[config.mk]
export PLATFORM = sky130hd
export DESIGN_NAME = timer_ctrl
export DESIGN_NICKNAME = d
export VERILOG_FILES = /design/src/design/timer_pkg.sv /design/src/design/timer_ctrl.sv
export SDC_FILE = /design/constraint.sdc
export NUM_CORES = 1
export LEC_CHECK = 0
export BUFFER_PORTS_ARGS = -buffer_cell sky130_fd_sc_hd__buf_2
export CAP_MARGIN = 10
export CORE_UTILIZATION = 37
export CTS_BUF_LIST = sky130_fd_sc_hd__clkbuf_4
export CTS_CLUSTER_SIZE = 28
export DETAILED_ROUTE_END_ITERATION = 8
export GPL_ROUTABILITY_DRIVEN = 0
export PLACE_DENSITY = 0.58
export SYNTH_ARGS = -nofsm -noshare
export SYNTH_HDL_FRONTEND = slang
export SYNTH_SLANG_ARGS = --single-unit
[constraint.sdc]
create_clock -name clk -period 3.2 [get_ports clk]
set_clock_uncertainty 0.1 [all_clocks]
set_input_delay 0.8 -clock clk [delete_from_list [all_inputs] [get_ports clk]]
set_output_delay 0.8 -clock clk [all_outputs]
set_load 0.02 [all_outputs]
[src/design/timer_pkg.sv]
/*
 timer_pkg: register map, control field layout, reset values and shared
 types of the timer control block.
 assumes a 32-bit avalon-mm slave port with byte addresses.
*/
package timer_pkg;
	// ==========================================================
	// register map
	localparam int unsigned AW = 5;
	localparam logic [AW-1:0] OFF_CTRL = 5'h00;
	localparam logic [AW-1:0] OFF_CNT1 = 5'h04;
	localparam logic [AW-1:0] OFF_CNT2 = 5'h08;
	localparam logic [AW-1:0] OFF_CRA = 5'h0C;
	localparam logic [AW-1:0] OFF_CRB = 5'h10;
	localparam logic [AW-1:0] OFF_PEND = 5'h14;
	localparam logic [AW-1:0] OFF_MASK = 5'h18;
	localparam logic [AW-1:0] OFF_PINS = 5'h1C;
	// ==========================================================
	// control word field positions
	localparam int unsigned MODE_LSB = 0;
	localparam int unsigned PIN_A_EN_BIT = 4;
	localparam int unsigned LEVEL_BIT = 6;
	localparam int unsigned EN_BIT = 7;
	localparam int unsigned PTEN_BIT = 8;
	localparam int unsigned PTSE_BIT = 9;
	localparam int unsigned PTET_BIT = 10;
	localparam int unsigned PRESC_LSB = 16;
	// ==========================================================
	// pending bits and the pwm mode code
	localparam int unsigned PEND_W = 3;
	localparam int unsigned PEND_CNT1 = 0;
	localparam int unsigned PEND_END = 1;
	localparam int unsigned PEND_PINB = 2;
	localparam logic [1:0] MODE_PWM = 2'h0;
	// ==========================================================
	// types
	typedef struct packed {
		logic [7:0] presc;
		logic et;
		logic se;
		logic pten;
		logic en;
		logic level;
		logic pin_a_en;
		logic [1:0] mode;
	} ctrl_s;
	localparam ctrl_s CTRL_RST = 16'h0000;
	localparam logic [PEND_W-1:0] PEND_RST = 3'h0;
	localparam logic [7:0] PRESC_RST = 8'h00;
	typedef enum logic {TRAIN_IDLE, TRAIN_RUN} train_e;
endpackage

[src/design/timer_ctrl.sv]
/*
 timer_ctrl: control bits, prescaler, pwm counters and pulse-train
 sequencing of a two-counter timer unit, behind an avalon-mm slave.
 assumes pin_a and pin_b come from pads outside the clock domain and a
 pad cell that resolves pin_a from pin_a_out and pin_a_oe.
*/
// Our own choices: the Avalon-MM register port and the address map.
// What this block does
// - when pin a is a pwm output its level bit holds the level driven.
// - hardware flips the level bit as the pwm toggles; software may access it.
// - a software write to the level bit beats a same-cycle hardware toggle.
// - the level bit drives nothing while pin a is an input or unit is off.
// - the unit runs only while enabled; otherwise counter logic stands.
// - while disabled, writes to counters, reloads and pending bits are void.
// - disabling clears the prescaler and pending bits and releases pin a.
// - pulse-train enable with mode 00 puts counter one in pulse-train mode.
// - pulse-train enable does nothing when mode select is not 00.
// - with software trigger enabled, a written event trigger starts a train.
// - with software trigger off, an edge on pin b starts a train.
// - trigger enable and event trigger matter only in pulse-train mode.
// - the event trigger clears when counter two underflows at train end.
// - with software trigger off, trigger writes are void; a 1 marks a pin start.
`timescale 1ns/1ns
module timer_ctrl #(
	parameter int unsigned CNT_W = 16
) (
	input wire logic clk,
	input wire logic resetn,
	input wire logic ce,
	input wire logic [timer_pkg::AW-1:0] avs_address,
	input wire logic avs_read,
	input wire logic avs_write,
	input wire logic [31:0] avs_writedata,
	output logic [31:0] avs_readdata,
	output logic avs_waitrequest,
	input wire logic pin_a_in,
	output logic pin_a_out,
	output logic pin_a_oe,
	input wire logic pin_b_in,
	output logic irq
);
	// ==========================================================
	// elaboration check
	generate
		if (CNT_W < 2 || CNT_W > 32) begin : g_bad_width
			$error("CNT_W must lie in 2..32");
		end
	endgenerate

	// ==========================================================
	// state
	logic ack_q;
	logic [31:0] rdata_q;
	logic [31:0] rd_mux;
	timer_pkg::ctrl_s ctrl_q;
	logic [CNT_W-1:0] cnt1_q;
	logic [CNT_W-1:0] cnt2_q;
	logic [CNT_W-1:0] cra_q;
	logic [CNT_W-1:0] crb_q;
	logic [timer_pkg::PEND_W-1:0] pend_q;
	logic [timer_pkg::PEND_W-1:0] mask_q;
	logic [timer_pkg::PEND_W-1:0] pend_set;
	logic [timer_pkg::PEND_W-1:0] pend_clr;
	logic [7:0] presc_q;
	timer_pkg::train_e train_q;
	logic pa_s1_q;
	logic pa_s2_q;
	logic pb_s1_q;
	logic pb_s2_q;
	logic pb_s3_q;

	// ==========================================================
	// decode
	function automatic logic hit(input logic [timer_pkg::AW-1:0] a,
		input logic [timer_pkg::AW-1:0] off);
		return a == off;
	endfunction

	logic req;
	logic wr_fire;
	logic rd_fire;
	logic wr_ctrl;
	logic wr_on;
	logic pt_mode;
	logic running;
	logic tick;
	logic toggle;
	logic pulse_done;
	logic end_ev;
	logic pin_edge;
	logic start_sw;
	logic start_pin;
	logic idle;

	assign req = avs_read | avs_write;
	// a frozen clock enable must not let the master see an answer
	assign avs_waitrequest = req & ~(ack_q & ce);
	assign wr_fire = avs_write & ack_q & ce;
	assign rd_fire = avs_read & ack_q & ce;
	assign wr_ctrl = wr_fire & hit(avs_address, timer_pkg::OFF_CTRL);
	assign wr_on = wr_fire & ctrl_q.en;
	assign pt_mode = ctrl_q.pten & (ctrl_q.mode == timer_pkg::MODE_PWM);
	assign idle = train_q == timer_pkg::TRAIN_IDLE;
	assign running = ctrl_q.en & (ctrl_q.mode == timer_pkg::MODE_PWM)
		& (~ctrl_q.pten | ~idle);
	assign tick = ctrl_q.en & ce & (presc_q == ctrl_q.presc);
	assign toggle = running & tick & (cnt1_q == '0);
	assign pulse_done = toggle & ctrl_q.level;
	assign end_ev = pulse_done & pt_mode & (cnt2_q == '0);
	assign pin_edge = pb_s2_q ^ pb_s3_q;
	assign start_sw = pt_mode & ctrl_q.se & ctrl_q.et;
	assign start_pin = pt_mode & ~ctrl_q.se & pin_edge & ctrl_q.en;
	assign pend_set = {pin_edge & ctrl_q.en, end_ev, toggle};
	// only the bits the master actually saw are cleared by the read
	assign pend_clr = (rd_fire & hit(avs_address, timer_pkg::OFF_PEND))
		? rdata_q[timer_pkg::PEND_W-1:0] : '0;

	// ==========================================================
	// pin synchronisers
	always_ff @(posedge clk or negedge resetn) begin
		if (!resetn) begin
			pa_s1_q <= 1'b0;
			pa_s2_q <= 1'b0;
			pb_s1_q <= 1'b0;
			pb_s2_q <= 1'b0;
			pb_s3_q <= 1'b0;
		end else if (ce) begin
			pa_s1_q <= pin_a_in;
			pa_s2_q <= pa_s1_q;
			pb_s1_q <= pin_b_in;
			pb_s2_q <= pb_s1_q;
			pb_s3_q <= pb_s2_q;
		end
	end

	// ==========================================================
	// bus slave: one wait cycle, read data captured in that cycle
	always_comb begin
		rd_mux = '0;
		case (avs_address)
			timer_pkg::OFF_CTRL: begin
				rd_mux[timer_pkg::MODE_LSB +: 2] = ctrl_q.mode;
				rd_mux[timer_pkg::PIN_A_EN_BIT] = ctrl_q.pin_a_en;
				rd_mux[timer_pkg::LEVEL_BIT] = ctrl_q.level;
				rd_mux[timer_pkg::EN_BIT] = ctrl_q.en;
				rd_mux[timer_pkg::PTEN_BIT] = ctrl_q.pten;
				rd_mux[timer_pkg::PTSE_BIT] = ctrl_q.se;
				rd_mux[timer_pkg::PTET_BIT] = ctrl_q.et;
				rd_mux[timer_pkg::PRESC_LSB +: 8] = ctrl_q.presc;
			end
			timer_pkg::OFF_CNT1: rd_mux[CNT_W-1:0] = cnt1_q;
			timer_pkg::OFF_CNT2: rd_mux[CNT_W-1:0] = cnt2_q;
			timer_pkg::OFF_CRA: rd_mux[CNT_W-1:0] = cra_q;
			timer_pkg::OFF_CRB: rd_mux[CNT_W-1:0] = crb_q;
			timer_pkg::OFF_PEND: rd_mux[timer_pkg::PEND_W-1:0] = pend_q;
			timer_pkg::OFF_MASK: rd_mux[timer_pkg::PEND_W-1:0] = mask_q;
			timer_pkg::OFF_PINS: rd_mux[1:0] = {pb_s2_q, pa_s2_q};
			default: rd_mux = '0;
		endcase
	end

	always_ff @(posedge clk or negedge resetn) begin
		if (!resetn) begin
			ack_q <= 1'b0;
			rdata_q <= 32'h00000000;
		end else if (ce) begin
			ack_q <= req & ~ack_q;
			if (avs_read & ~ack_q) begin
				rdata_q <= rd_mux;
			end
		end
	end
	assign avs_readdata = rdata_q;

	// ==========================================================
	// control register
	always_ff @(posedge clk or negedge resetn) begin
		if (!resetn) begin
			ctrl_q <= timer_pkg::CTRL_RST;
		end else if (ce) begin
			if (wr_ctrl) begin
				ctrl_q.mode <= avs_writedata[timer_pkg::MODE_LSB +: 2];
				ctrl_q.pin_a_en <= avs_writedata[timer_pkg::PIN_A_EN_BIT];
				ctrl_q.en <= avs_writedata[timer_pkg::EN_BIT];
				ctrl_q.pten <= avs_writedata[timer_pkg::PTEN_BIT];
				ctrl_q.se <= avs_writedata[timer_pkg::PTSE_BIT];
				ctrl_q.presc <= avs_writedata[timer_pkg::PRESC_LSB +: 8];
				ctrl_q.level <= avs_writedata[timer_pkg::LEVEL_BIT];
			end else if (toggle) begin
				ctrl_q.level <= ~ctrl_q.level;
			end
			if (wr_ctrl && ctrl_q.se) begin
				ctrl_q.et <= avs_writedata[timer_pkg::PTET_BIT];
			end else if (end_ev) begin
				ctrl_q.et <= 1'b0;
			end else if (start_pin && idle) begin
				ctrl_q.et <= 1'b1;
			end
		end
	end

	// ==========================================================
	// prescaler: cleared while off so a restart begins a full period
	always_ff @(posedge clk or negedge resetn) begin
		if (!resetn) begin
			presc_q <= timer_pkg::PRESC_RST;
		end else if (ce) begin
			if (!ctrl_q.en || tick) begin
				presc_q <= timer_pkg::PRESC_RST;
			end else begin
				presc_q <= presc_q + 8'h01;
			end
		end
	end

	// ==========================================================
	// pulse-train sequencer
	always_ff @(posedge clk or negedge resetn) begin
		if (!resetn) begin
			train_q <= timer_pkg::TRAIN_IDLE;
		end else if (ce) begin
			if (!pt_mode || !ctrl_q.en) begin
				train_q <= timer_pkg::TRAIN_IDLE;
			end else begin
				unique case (train_q)
					timer_pkg::TRAIN_IDLE: begin
						if (start_sw || start_pin) begin
							train_q <= timer_pkg::TRAIN_RUN;
						end
					end
					timer_pkg::TRAIN_RUN: begin
						if (end_ev) begin
							train_q <= timer_pkg::TRAIN_IDLE;
						end
					end
				endcase
			end
		end
	end

	// ==========================================================
	// counters and reloads; counter one alternates high and low times
	always_ff @(posedge clk or negedge resetn) begin
		if (!resetn) begin
			cnt1_q <= '0;
		end else if (ce) begin
			if (wr_on && hit(avs_address, timer_pkg::OFF_CNT1)) begin
				cnt1_q <= avs_writedata[CNT_W-1:0];
			end else if (toggle) begin
				cnt1_q <= ctrl_q.level ? crb_q : cra_q;
			end else if (running && tick) begin
				cnt1_q <= cnt1_q - 1'b1;
			end
		end
	end

	always_ff @(posedge clk or negedge resetn) begin
		if (!resetn) begin
			cnt2_q <= '0;
		end else if (ce) begin
			if (wr_on && hit(avs_address, timer_pkg::OFF_CNT2)) begin
				cnt2_q <= avs_writedata[CNT_W-1:0];
			end else if (pulse_done && pt_mode) begin
				cnt2_q <= cnt2_q - 1'b1;
			end
		end
	end

	always_ff @(posedge clk or negedge resetn) begin
		if (!resetn) begin
			cra_q <= '0;
			crb_q <= '0;
		end else if (ce) begin
			if (wr_on && hit(avs_address, timer_pkg::OFF_CRA)) begin
				cra_q <= avs_writedata[CNT_W-1:0];
			end
			if (wr_on && hit(avs_address, timer_pkg::OFF_CRB)) begin
				crb_q <= avs_writedata[CNT_W-1:0];
			end
		end
	end

	// ==========================================================
	// interrupts: set beats the read clear
	always_ff @(posedge clk or negedge resetn) begin
		if (!resetn) begin
			pend_q <= timer_pkg::PEND_RST;
			mask_q <= timer_pkg::PEND_RST;
		end else if (ce) begin
			if (!ctrl_q.en) begin
				pend_q <= timer_pkg::PEND_RST;
			end else if (wr_on && hit(avs_address, timer_pkg::OFF_PEND)) begin
				pend_q <= avs_writedata[timer_pkg::PEND_W-1:0] | pend_set;
			end else begin
				pend_q <= (pend_q & ~pend_clr) | pend_set;
			end
			if (wr_fire && hit(avs_address, timer_pkg::OFF_MASK)) begin
				mask_q <= avs_writedata[timer_pkg::PEND_W-1:0];
			end
		end
	end
	assign irq = |(pend_q & mask_q);

	// ==========================================================
	// pin a: released to an input whenever the unit is off
	assign pin_a_oe = ctrl_q.en & ctrl_q.pin_a_en;
	assign pin_a_out = ctrl_q.level;
endmodule

Word level (Yosys, flattened, before mapping)
Index checks and enable logic that the tools add are counted.
- bits in registers: 125
- output and inout bits: 36
- word-level logic and storage cells: 136
- add/subtract/negate cells: 3
- equal/unequal tests: 8
- muxes and demuxes: 27
- bitwise operators: 42
- reductions and logical operators: 33
- operators with widths (operator ; number):
    $mux W16 ; 6
    $logic_not A16 Y1 ; 2
    $sub A16 B1 Y16 const B ; 2
    $and A1 B1 Y1 ; 28
    $pmux W5 S5 ; 1
    $eq A5 B5 Y1 const B ; 4
    $pmux W5 S4 ; 1
    $reduce_and A2 Y1 ; 9
    $mux W8 ; 2
    $pmux W2 S8 ; 1
    $eq A5 B4 Y1 const B ; 2
    $logic_and A1 B1 Y1 ; 10
    $mux W3 ; 3
    $add A8 B1 Y8 const B ; 1
    $eq A8 B8 Y1 ; 1
    $mux W1 ; 8
    $pmux W1 S4 ; 2
    $and A3 B3 Y3 ; 2
    $not A1 Y1 ; 6
    $or A3 B3 Y3 ; 2
    $pmux W1 S6 ; 1
    $reduce_bool A3 Y1 ; 2
    $eq A5 B3 Y1 const B ; 1
    $logic_not A5 Y1 ; 1
    other kinds (10) ; 15

Longest topological paths before layout
Gate-level depths: netlist (run 1).
- depth after elaboration: 11
- gate-level depth with buffers: 10
- gate-level depth less buffers: 7

Worst setup path after synthesis (run 1)
OpenSTA, ideal clock, no wires.
- kind: input port to flip-flop
- start point: input port avs_address[1] (netlist name)
- end point: register crb_q[10]
- arrival: 2.528 ns
- required time: 2.975 ns
- setup slack: 0.447 ns
- stages on the path: 5
- path buffers: 1
- path through: or3b_2 nor3_1 nand2_1 buf_2 mux2_2
- word-level cells in the longest chain between the ends: 3
- ends and longest elaborated chain (what ; line ; RTL):
    start: declaration ; timer_ctrl.sv:30 ; input wire logic [timer_pkg::AW-1:0] avs_address,
    $eq A5 B5 Y1 ; timer_ctrl.sv:76 ; return a == off;
    $logic_and A1 B1 Y1 ; timer_ctrl.sv:277 ; if (wr_on && hit(avs_address, timer_pkg::OFF_CRB)) begin
    $reduce_and A2 Y1 (no source line) ; n/a ;
    end signal: assignment ; timer_ctrl.sv:278 ; crb_q <= avs_writedata[CNT_W-1:0];
    end: declaration ; timer_ctrl.sv:59 ; logic [CNT_W-1:0] crb_q;
Every way passes these cells.
A chain may end at the register's enable or synchronous reset.

Worst setup path in the final report (run 1)
- start point: register cnt1_q[1]
- end point: register cnt2_q[6]
- word-level cells in the longest chain between the ends: 6
- ends and longest elaborated chain (what ; line ; RTL):
    start: declaration ; timer_ctrl.sv:56 ; logic [CNT_W-1:0] cnt1_q;
    start signal: assignment ; timer_ctrl.sv:248 ; cnt1_q <= avs_writedata[CNT_W-1:0];
    start signal: assignment ; timer_ctrl.sv:250 ; cnt1_q <= ctrl_q.level ? crb_q : cra_q;
    start signal: assignment ; timer_ctrl.sv:252 ; cnt1_q <= cnt1_q - 1'b1;
    $logic_not A16 Y1 ; timer_ctrl.sv:107 ; assign toggle = running & tick & (cnt1_q == '0);
    $and A1 B1 Y1 ; timer_ctrl.sv:107 ;
    $and A1 B1 Y1 ; timer_ctrl.sv:108 ; assign pulse_done = toggle & ctrl_q.level;
    $logic_and A1 B1 Y1 ; timer_ctrl.sv:263 ; end else if (pulse_done && pt_mode) begin
    $reduce_bool A2 Y1 (no source line) ; n/a ;
    $reduce_and A2 Y1 (no source line) ; n/a ;
    end signal: assignment ; timer_ctrl.sv:262 ; cnt2_q <= avs_writedata[CNT_W-1:0];
    end signal: assignment ; timer_ctrl.sv:264 ; cnt2_q <= cnt2_q - 1'b1;
    end: declaration ; timer_ctrl.sv:57 ; logic [CNT_W-1:0] cnt2_q;
Every way passes these cells.

==> flow_metrics.py, run 1 <==
metrics = {
    "run_status": {
        "status": "finished, final reports clean",
    },
    "global_route": {
        "grt_max_degree": 60,
        "antenna_found_initial": 0,
        "grtUsageTotal_pct": 22.7,
        "grt_pass1_vias": 5660,
        "grt_overflow": 0,
        "grt_pass1_wl_mm": 31.9,
    },
    "worst_setup_path": {
        "crit_type": "flip-flop to flip-flop",
        "arrival_ns": 3.27,
        "start_kind": "flip-flop",
        "reg2reg_slack_ns": 0.31,
        "crit_buf_inv": 1,
        "cpPeakStageDelay_ns": 0.70,
        "crit_family": "simple AND/OR/NAND/NOR gates",
        "worstSetupStartpoint": "cnt1_q[1]",
        "worstPathRequired_ns": 3.58,
        "crit_path_max_fanout": 21,
        "cpMaxStageDelayCell": "or4_4",
        "crit_chain": "inv_1 -> ha_1 -> nor3b_1 -> nand4_2 -> or4_4 -> or4_1 -> a31oi_1",
        "r2r-start": "cnt1_q[1]",
        "cp-end-kind": "flip-flop",
    },
    "clock_tree": {
        "cts-root-buf": "clkbuf_4",
        "ctsResizeCount": 0,
        "cts_max_path_buffers": 2,
        "cts_hold_buffers": 0,
        "numCtsBuffers": 17,
        "tritoncts": "yes",
        "h-tree-depth": 4,
        "clkTransAtPathRegs_ns": 0.12,
        "cts_sinks": 125,
        "post_cts_buffers": 0,
        "clock_latency_ns": 0.56,
    },
    "timing": {
        "finalSetupViolCount": 0,
        "fmax_ghz": 0.346,
        "final.min_clock_period_ns": 2.89,
        "max_slew_margin_pct": 46.5,
        "fin_tns_setup_ns": 0,
        "worst_slew_pin_slew_ns": 0.802,
        "final_hold_viol_count": 0,
        "rsz0062_at_grt": "no",
        "finalCritPeriodShare_pct": 90.3,
        "slew_viol_final": 0,
    },
    "synth": {
        "yosysTopAreaCellShare_pct": 46.0,
        "synthArstFlopShare_pct": 100,
        "synth_most_common_cell": "dfrtp_1",
        "syn_area_um2": 6790,
        "synthCells": 704,
        "ys_top_cells_by_count": "dfrtp_1, nand2_1, nor2_1, mux2_2, o21ai_0",
        "synth_top_flop_cell": "dfrtp_1",
        "syn-mean-instance-area_um2": 9.65,
        "yosys.area.top_type": "dfrtp_1",
        "yosysUniqueCellTypes": 58,
        "yosys-top-cells-area": "dfrtp_1, mux2_2, nand2_1",
        "synth_seq_cells": 125,
        "yosysSeqAreaShare_pct": 46.0,
        "synth_edf_count": 0,
        "synth_warnings": 0,
    },
    "floorplan": {
        "rows": 49,
        "die_area_um2": 18900,
        "start_util_pct": 37.8,
        "die_h_um": 137,
        "die_x_um": 137,
        "pin_count": 80,
        "core_um2": 18000,
    },
    "detailed_routing": {
        "drt_first_pass_iters": 7,
        "wl_per_cell_um": 19.8,
        "drc_errors": 0,
        "vias": 5881,
        "drtAntennaViolNets": 0,
        "wirelength_mm": 20.1,
        "routed_via_density": 5.80,
        "drt-initial-drc-count": 674,
    },
    "placed_design": {
        "dp_hpwl_mm": 14.3,
        "portBuffers": 63,
    },
    "final_layout": {
        "fin_nets": 820,
        "area_growth_pct": 14.2,
        "n_antenna_cell": 0,
        "layout-drive-gt1-share_pct": 23.1,
    },
    "pwr": {
        "intPower_w": 0.00289,
        "switchingPower_w": 0.00170,
        "p_seq_share_pct": 43.9,
        "vdd_drop_max_mv": 0.342,
        "power_frac_comb_pct": 30.8,
        "power_w": 0.00459,
        "power.density_nw_per_um2": 592,
        "leakage_nw": 3.48,
        "p_clk_share_pct": 25.3,
        "swShare_pct": 36.9,
    },
    "flow_run": {
        "drv_cap": 0,
    },
    "hold_path": {
        "hold_class": "input port to asynchronous set/reset pin",
    },
}
==> worst register-to-register path: stages (launching register included) <==
cell and delay [ns]:
dfrtp_1 0.48, inv_1 0.11, ha_1 0.23, nor3b_1 0.29
nand4_2 0.17, or4_4 0.70, or4_1 0.56, a31oi_1 0.19
==> layout make-up <==
| type | count | area [um2] |
|---|---|---|
| fill | 1728 | 10200 |
| clock buffer | 19 | 143 |
| sequential | 125 | 3130 |
| inverter | 12 | 45.0 |
| tap | 229 | 287 |
| multi-input combinational | 524 | 3430 |
| timing repair buffer | 92 | 573 |
| clock inverter | 13 | 149 |
==> power by group through the flow <==
stage               registers [W]  logic (W)  clock network, W
global route              0.00204    0.00156           0.00126
detailed placement        0.00204    0.00140                 0
global placement          0.00203    0.00138                 0
floorplan                 0.00198   0.000974                 0
finish                    0.00202    0.00141           0.00116
CTS                       0.00201    0.00141           0.00119
==> cell families (layout without fill, tap and decap cells) <==
group	Yosys count	after routing	share of synthesized area (%)
muxes	66	66	10.5
adders and majority gates	4	4	0.737
AOI/OAI and AO/OA	163	163	16.5
other	1	8	0.0552
and+or+nand+nor	263	263	19.5
DFF	125	125	46.0
buffers and inverters	62	136	4.07
xor gates and xnor gates	20	20	2.58
==> flip-flops by register name, indices dropped and copies added, names as in the netlist, 3 cells and up <==
| signal | flops |
|---|---|
| avs_readdata | 24 |
| cnt1_q | 16 |
| cnt2_q | 16 |
| cra_q | 16 |
| crb_q | 16 |
| ctrl_q | 15 |
| presc_q | 8 |
| mask_q | 3 |
| pend_q | 3 |
==> placed cells by master, fill, tap and decap left out, types with 9 or more instances in the layout <==
| cell type | synthesis | final |
|---|---|---|
| nand3_1 | 17 | 17 |
| a22oi_1 | 9 | 9 |
| or3_1 | 15 | 15 |
| o31ai_1 | 10 | 10 |
| nand2_1 | 102 | 102 |
| a222oi_1 | 16 | 16 |
| clkbuf_4 | 0 | 19 |
| or4_1 | 12 | 12 |
| nor3_1 | 14 | 11 |
| o21ai_0 | 36 | 36 |
| xnor2_1 | 14 | 14 |
| mux2i_1 | 24 | 24 |
| buf_4 | 9 | 27 |
| inv_1 | 12 | 12 |
| a22o_1 | 10 | 10 |
| buf_2 | 2 | 62 |
| dfrtp_1 | 125 | 125 |
| a31oi_1 | 28 | 28 |
| mux2_2 | 42 | 42 |
| a21oi_1 | 21 | 21 |
| nor2_1 | 52 | 52 |
==> per-layer routing <==
metal / routed length, um / global-route usage (%) / up-vias
li1: - / - / 2727
met1: 9060 / 31.4 / 2888
met2: 9020 / 33.9 / 232
met3: 1470 / 5.33 / 34
met4: 519 / 8.85 / 0
met5: 0 / 0 / -
==> final timing paths <==
path                                          to  depth (start not counted)
worst max-delay path                   cnt2_q[6]                          7
worst min-delay path            avs_readdata[11]                          1
worst max register to register         cnt2_q[6]                          7
worst min register to register  avs_readdata[16]                          2
max in group asynchronous             ctrl_q[12]                          2
min in group clk                      ctrl_q[15]                          3
==> through the flow <==
| stage | hold WS (ns) | setup WS (ns) | std cells | instance area [um2] | utilization (%) |
|---|---|---|---|---|---|
| 2_1_floorplan | 0.358 | 0.447 | 711 | 6820 | - |
| 3_3_place_gp | 0.356 | 0.260 | 982 | 7470 | 41.6 |
| 3_5_place_dp | 0.365 | 0.241 | 982 | 7470 | 41.6 |
| 4_1_cts | 0.210 | 0.312 | 1014 | 7760 | 43.2 |
| 5_1_grt | 0.246 | 0.0623 | 1014 | 7760 | 43.2 |
| 6_report | 0.204 | 0.310 | 1014 | 7760 | 43.2 |
(Power assumes the default switching activity.)
==> run 2: changes to the inputs <==
Settings changed: BUFFER_PORTS_ARGS -buffer_cell sky130_fd_sc_hd__buf_2 to -buffer_cell sky130_fd_sc_hd__buf_4, CORE_UTILIZATION 37 to 61, PLACE_DENSITY 0.58 to 0.86.
==> flow_metrics.py, run 2 (synthesized netlist as in run 1, its figures left out) <==
metrics = {
    "run_status": {
        "status": "finished, final reports clean",
    },
    "final_layout": {
        "largest_reg_flops": 24,
        "layout-drive-gt1-share_pct": 22.2,
        "layout_commonest_cell": "dfrtp_1",
        "n_antenna_cell": 0,
        "fin_nets": 817,
        "area_growth_pct": 13.8,
        "final_cell_mix": "dfrtp_1, nand2_1, buf_4, nor2_1, mux2_2",
        "finalNonFillerCells": 920,
        "post-route-util_pct": 71.3,
    },
    "floorplan": {
        "pin_count": 80,
        "die_area_um2": 11600,
        "rows": 38,
        "start_util_pct": 62.7,
        "die_h_um": 108,
        "core_um2": 10800,
        "die_x_um": 108,
    },
    "clock_tree": {
        "cts_hold_buffers": 0,
        "clkTransAtPathRegs_ns": 0.10,
        "h-tree-depth": 4,
        "numCtsBuffers": 17,
        "clock_latency_ns": 0.57,
        "tritoncts": "yes",
        "cts-root-buf": "clkbuf_4",
        "ctsResizeCount": 0,
        "cts_max_path_buffers": 2,
        "post_cts_buffers": 0,
        "cts_sinks": 125,
    },
    "timing": {
        "final.min_clock_period_ns": 2.94,
        "max_slew_margin_pct": 44.3,
        "rsz0062_at_grt": "no",
        "slew_viol_final": 0,
        "worst_slew_pin_slew_ns": 0.833,
        "finalSetupViolCount": 0,
        "finalCritPeriodShare_pct": 91.9,
        "final_hold_viol_count": 0,
        "fin_tns_setup_ns": 0,
        "fmax_ghz": 0.340,
    },
    "worst_setup_path": {
        "arrival_ns": 3.33,
        "crit_path_max_fanout": 21,
        "start_kind": "flip-flop",
        "reg2reg_slack_ns": 0.26,
        "cp-end-kind": "flip-flop",
        "worstPathRequired_ns": 3.58,
        "r2r_end": "cnt2_q[7]",
        "worstRegToRegCells": 7,
        "crit_type": "flip-flop to flip-flop",
        "r2r-start": "cnt1_q[1]",
    },
    "global_route": {
        "grtUsageTotal_pct": 36.0,
        "grt_pass1_vias": 6198,
        "grt_pass1_wl_mm": 31.5,
        "grt_max_degree": 50,
        "antenna_found_initial": 0,
        "grt_overflow": 0,
    },
    "detailed_routing": {
        "wirelength_mm": 19.5,
        "drt-initial-drc-count": 750,
        "vias": 6201,
        "drc_errors": 0,
        "drtAntennaViolNets": 0,
        "drt_first_pass_iters": 8,
        "routed_via_density": 6.74,
        "wl_per_cell_um": 21.2,
    },
    "pwr": {
        "vdd_drop_max_mv": 0.353,
        "leakage_nw": 3.49,
        "power.density_nw_per_um2": 595,
        "power_w": 0.00460,
    },
    "placed_design": {
        "dp.cells": 890,
        "portBuffers": 63,
        "dp_hpwl_mm": 13.7,
    },
    "hold_path": {
        "hold_class": "input port to asynchronous set/reset pin",
    },
    "flow_run": {
        "drv_cap": 0,
    },
}
==> run 2: cell types whose count changed in the layout (fill, tap and decap cells not counted), moves of 2 or more <==
cell        delta
buf_4         +61
nor3_1         +2
buf_12         -2
buf_2         -62
nor3_2         -2
clkinvlp_4     -2
==> run 2: critical path, stage by stage, from the launching register on <==
cell and delay [ns]:
dfrtp_1 0.48, inv_1 0.12, ha_1 0.22, nor3b_1 0.34, nand4_2 0.17, or4_4 0.70, or4_1 0.54, a31oi_1 0.19
==> run 2: worst max path at each step <==
stage	start	endpoint	slack, ns	depth (start not counted)
2_1_floorplan	avs_address[1]	crb_q[10]	0.45	5
3_3_place_gp	ce	cnt2_q[6]	0.23	6
3_5_place_dp	ce	cnt2_q[7]	0.16	6
4_1_cts	cnt1_q[1]	cnt2_q[7]	0.32	7
5_1_grt	cnt1_q[1]	cnt2_q[15]	0.07	7
6_report	cnt1_q[1]	cnt2_q[7]	0.26	7
==> run 2: power by group <==
group	leakage, nW	internal (W)	switching, W
Clock	0.151	0.000547	0.000575
Sequential	1.69	0.00175	0.000268
Combinational	1.64	0.000621	0.000836
==> run 2: final cells by class <==
class | instances | area, um2
clock buffer | 20 | 150
clock inverter | 10 | 124
fill | 796 | 3110
inverter | 12 | 45.0
multi-input combinational | 524 | 3420
sequential | 125 | 3130
tap | 140 | 175
timing repair buffer | 89 | 681
==> run 2: layer usage <==
layer	track usage, %	share of wire, %
met1	46.1	39
met2	55.7	47
met3	8.05	9.4
met4	22.2	4.9
met5	0	0
==> run 2: metrics by stage <==
stage,setup WS [ns],hold slack [ns],cell area (um2)
6_report,0.259,0.153,7730
2_1_floorplan,0.447,0.358,6820
5_1_grt,0.0735,0.179,7730
3_5_place_dp,0.159,0.372,7450
3_3_place_gp,0.231,0.360,7450
4_1_cts,0.316,0.153,7730
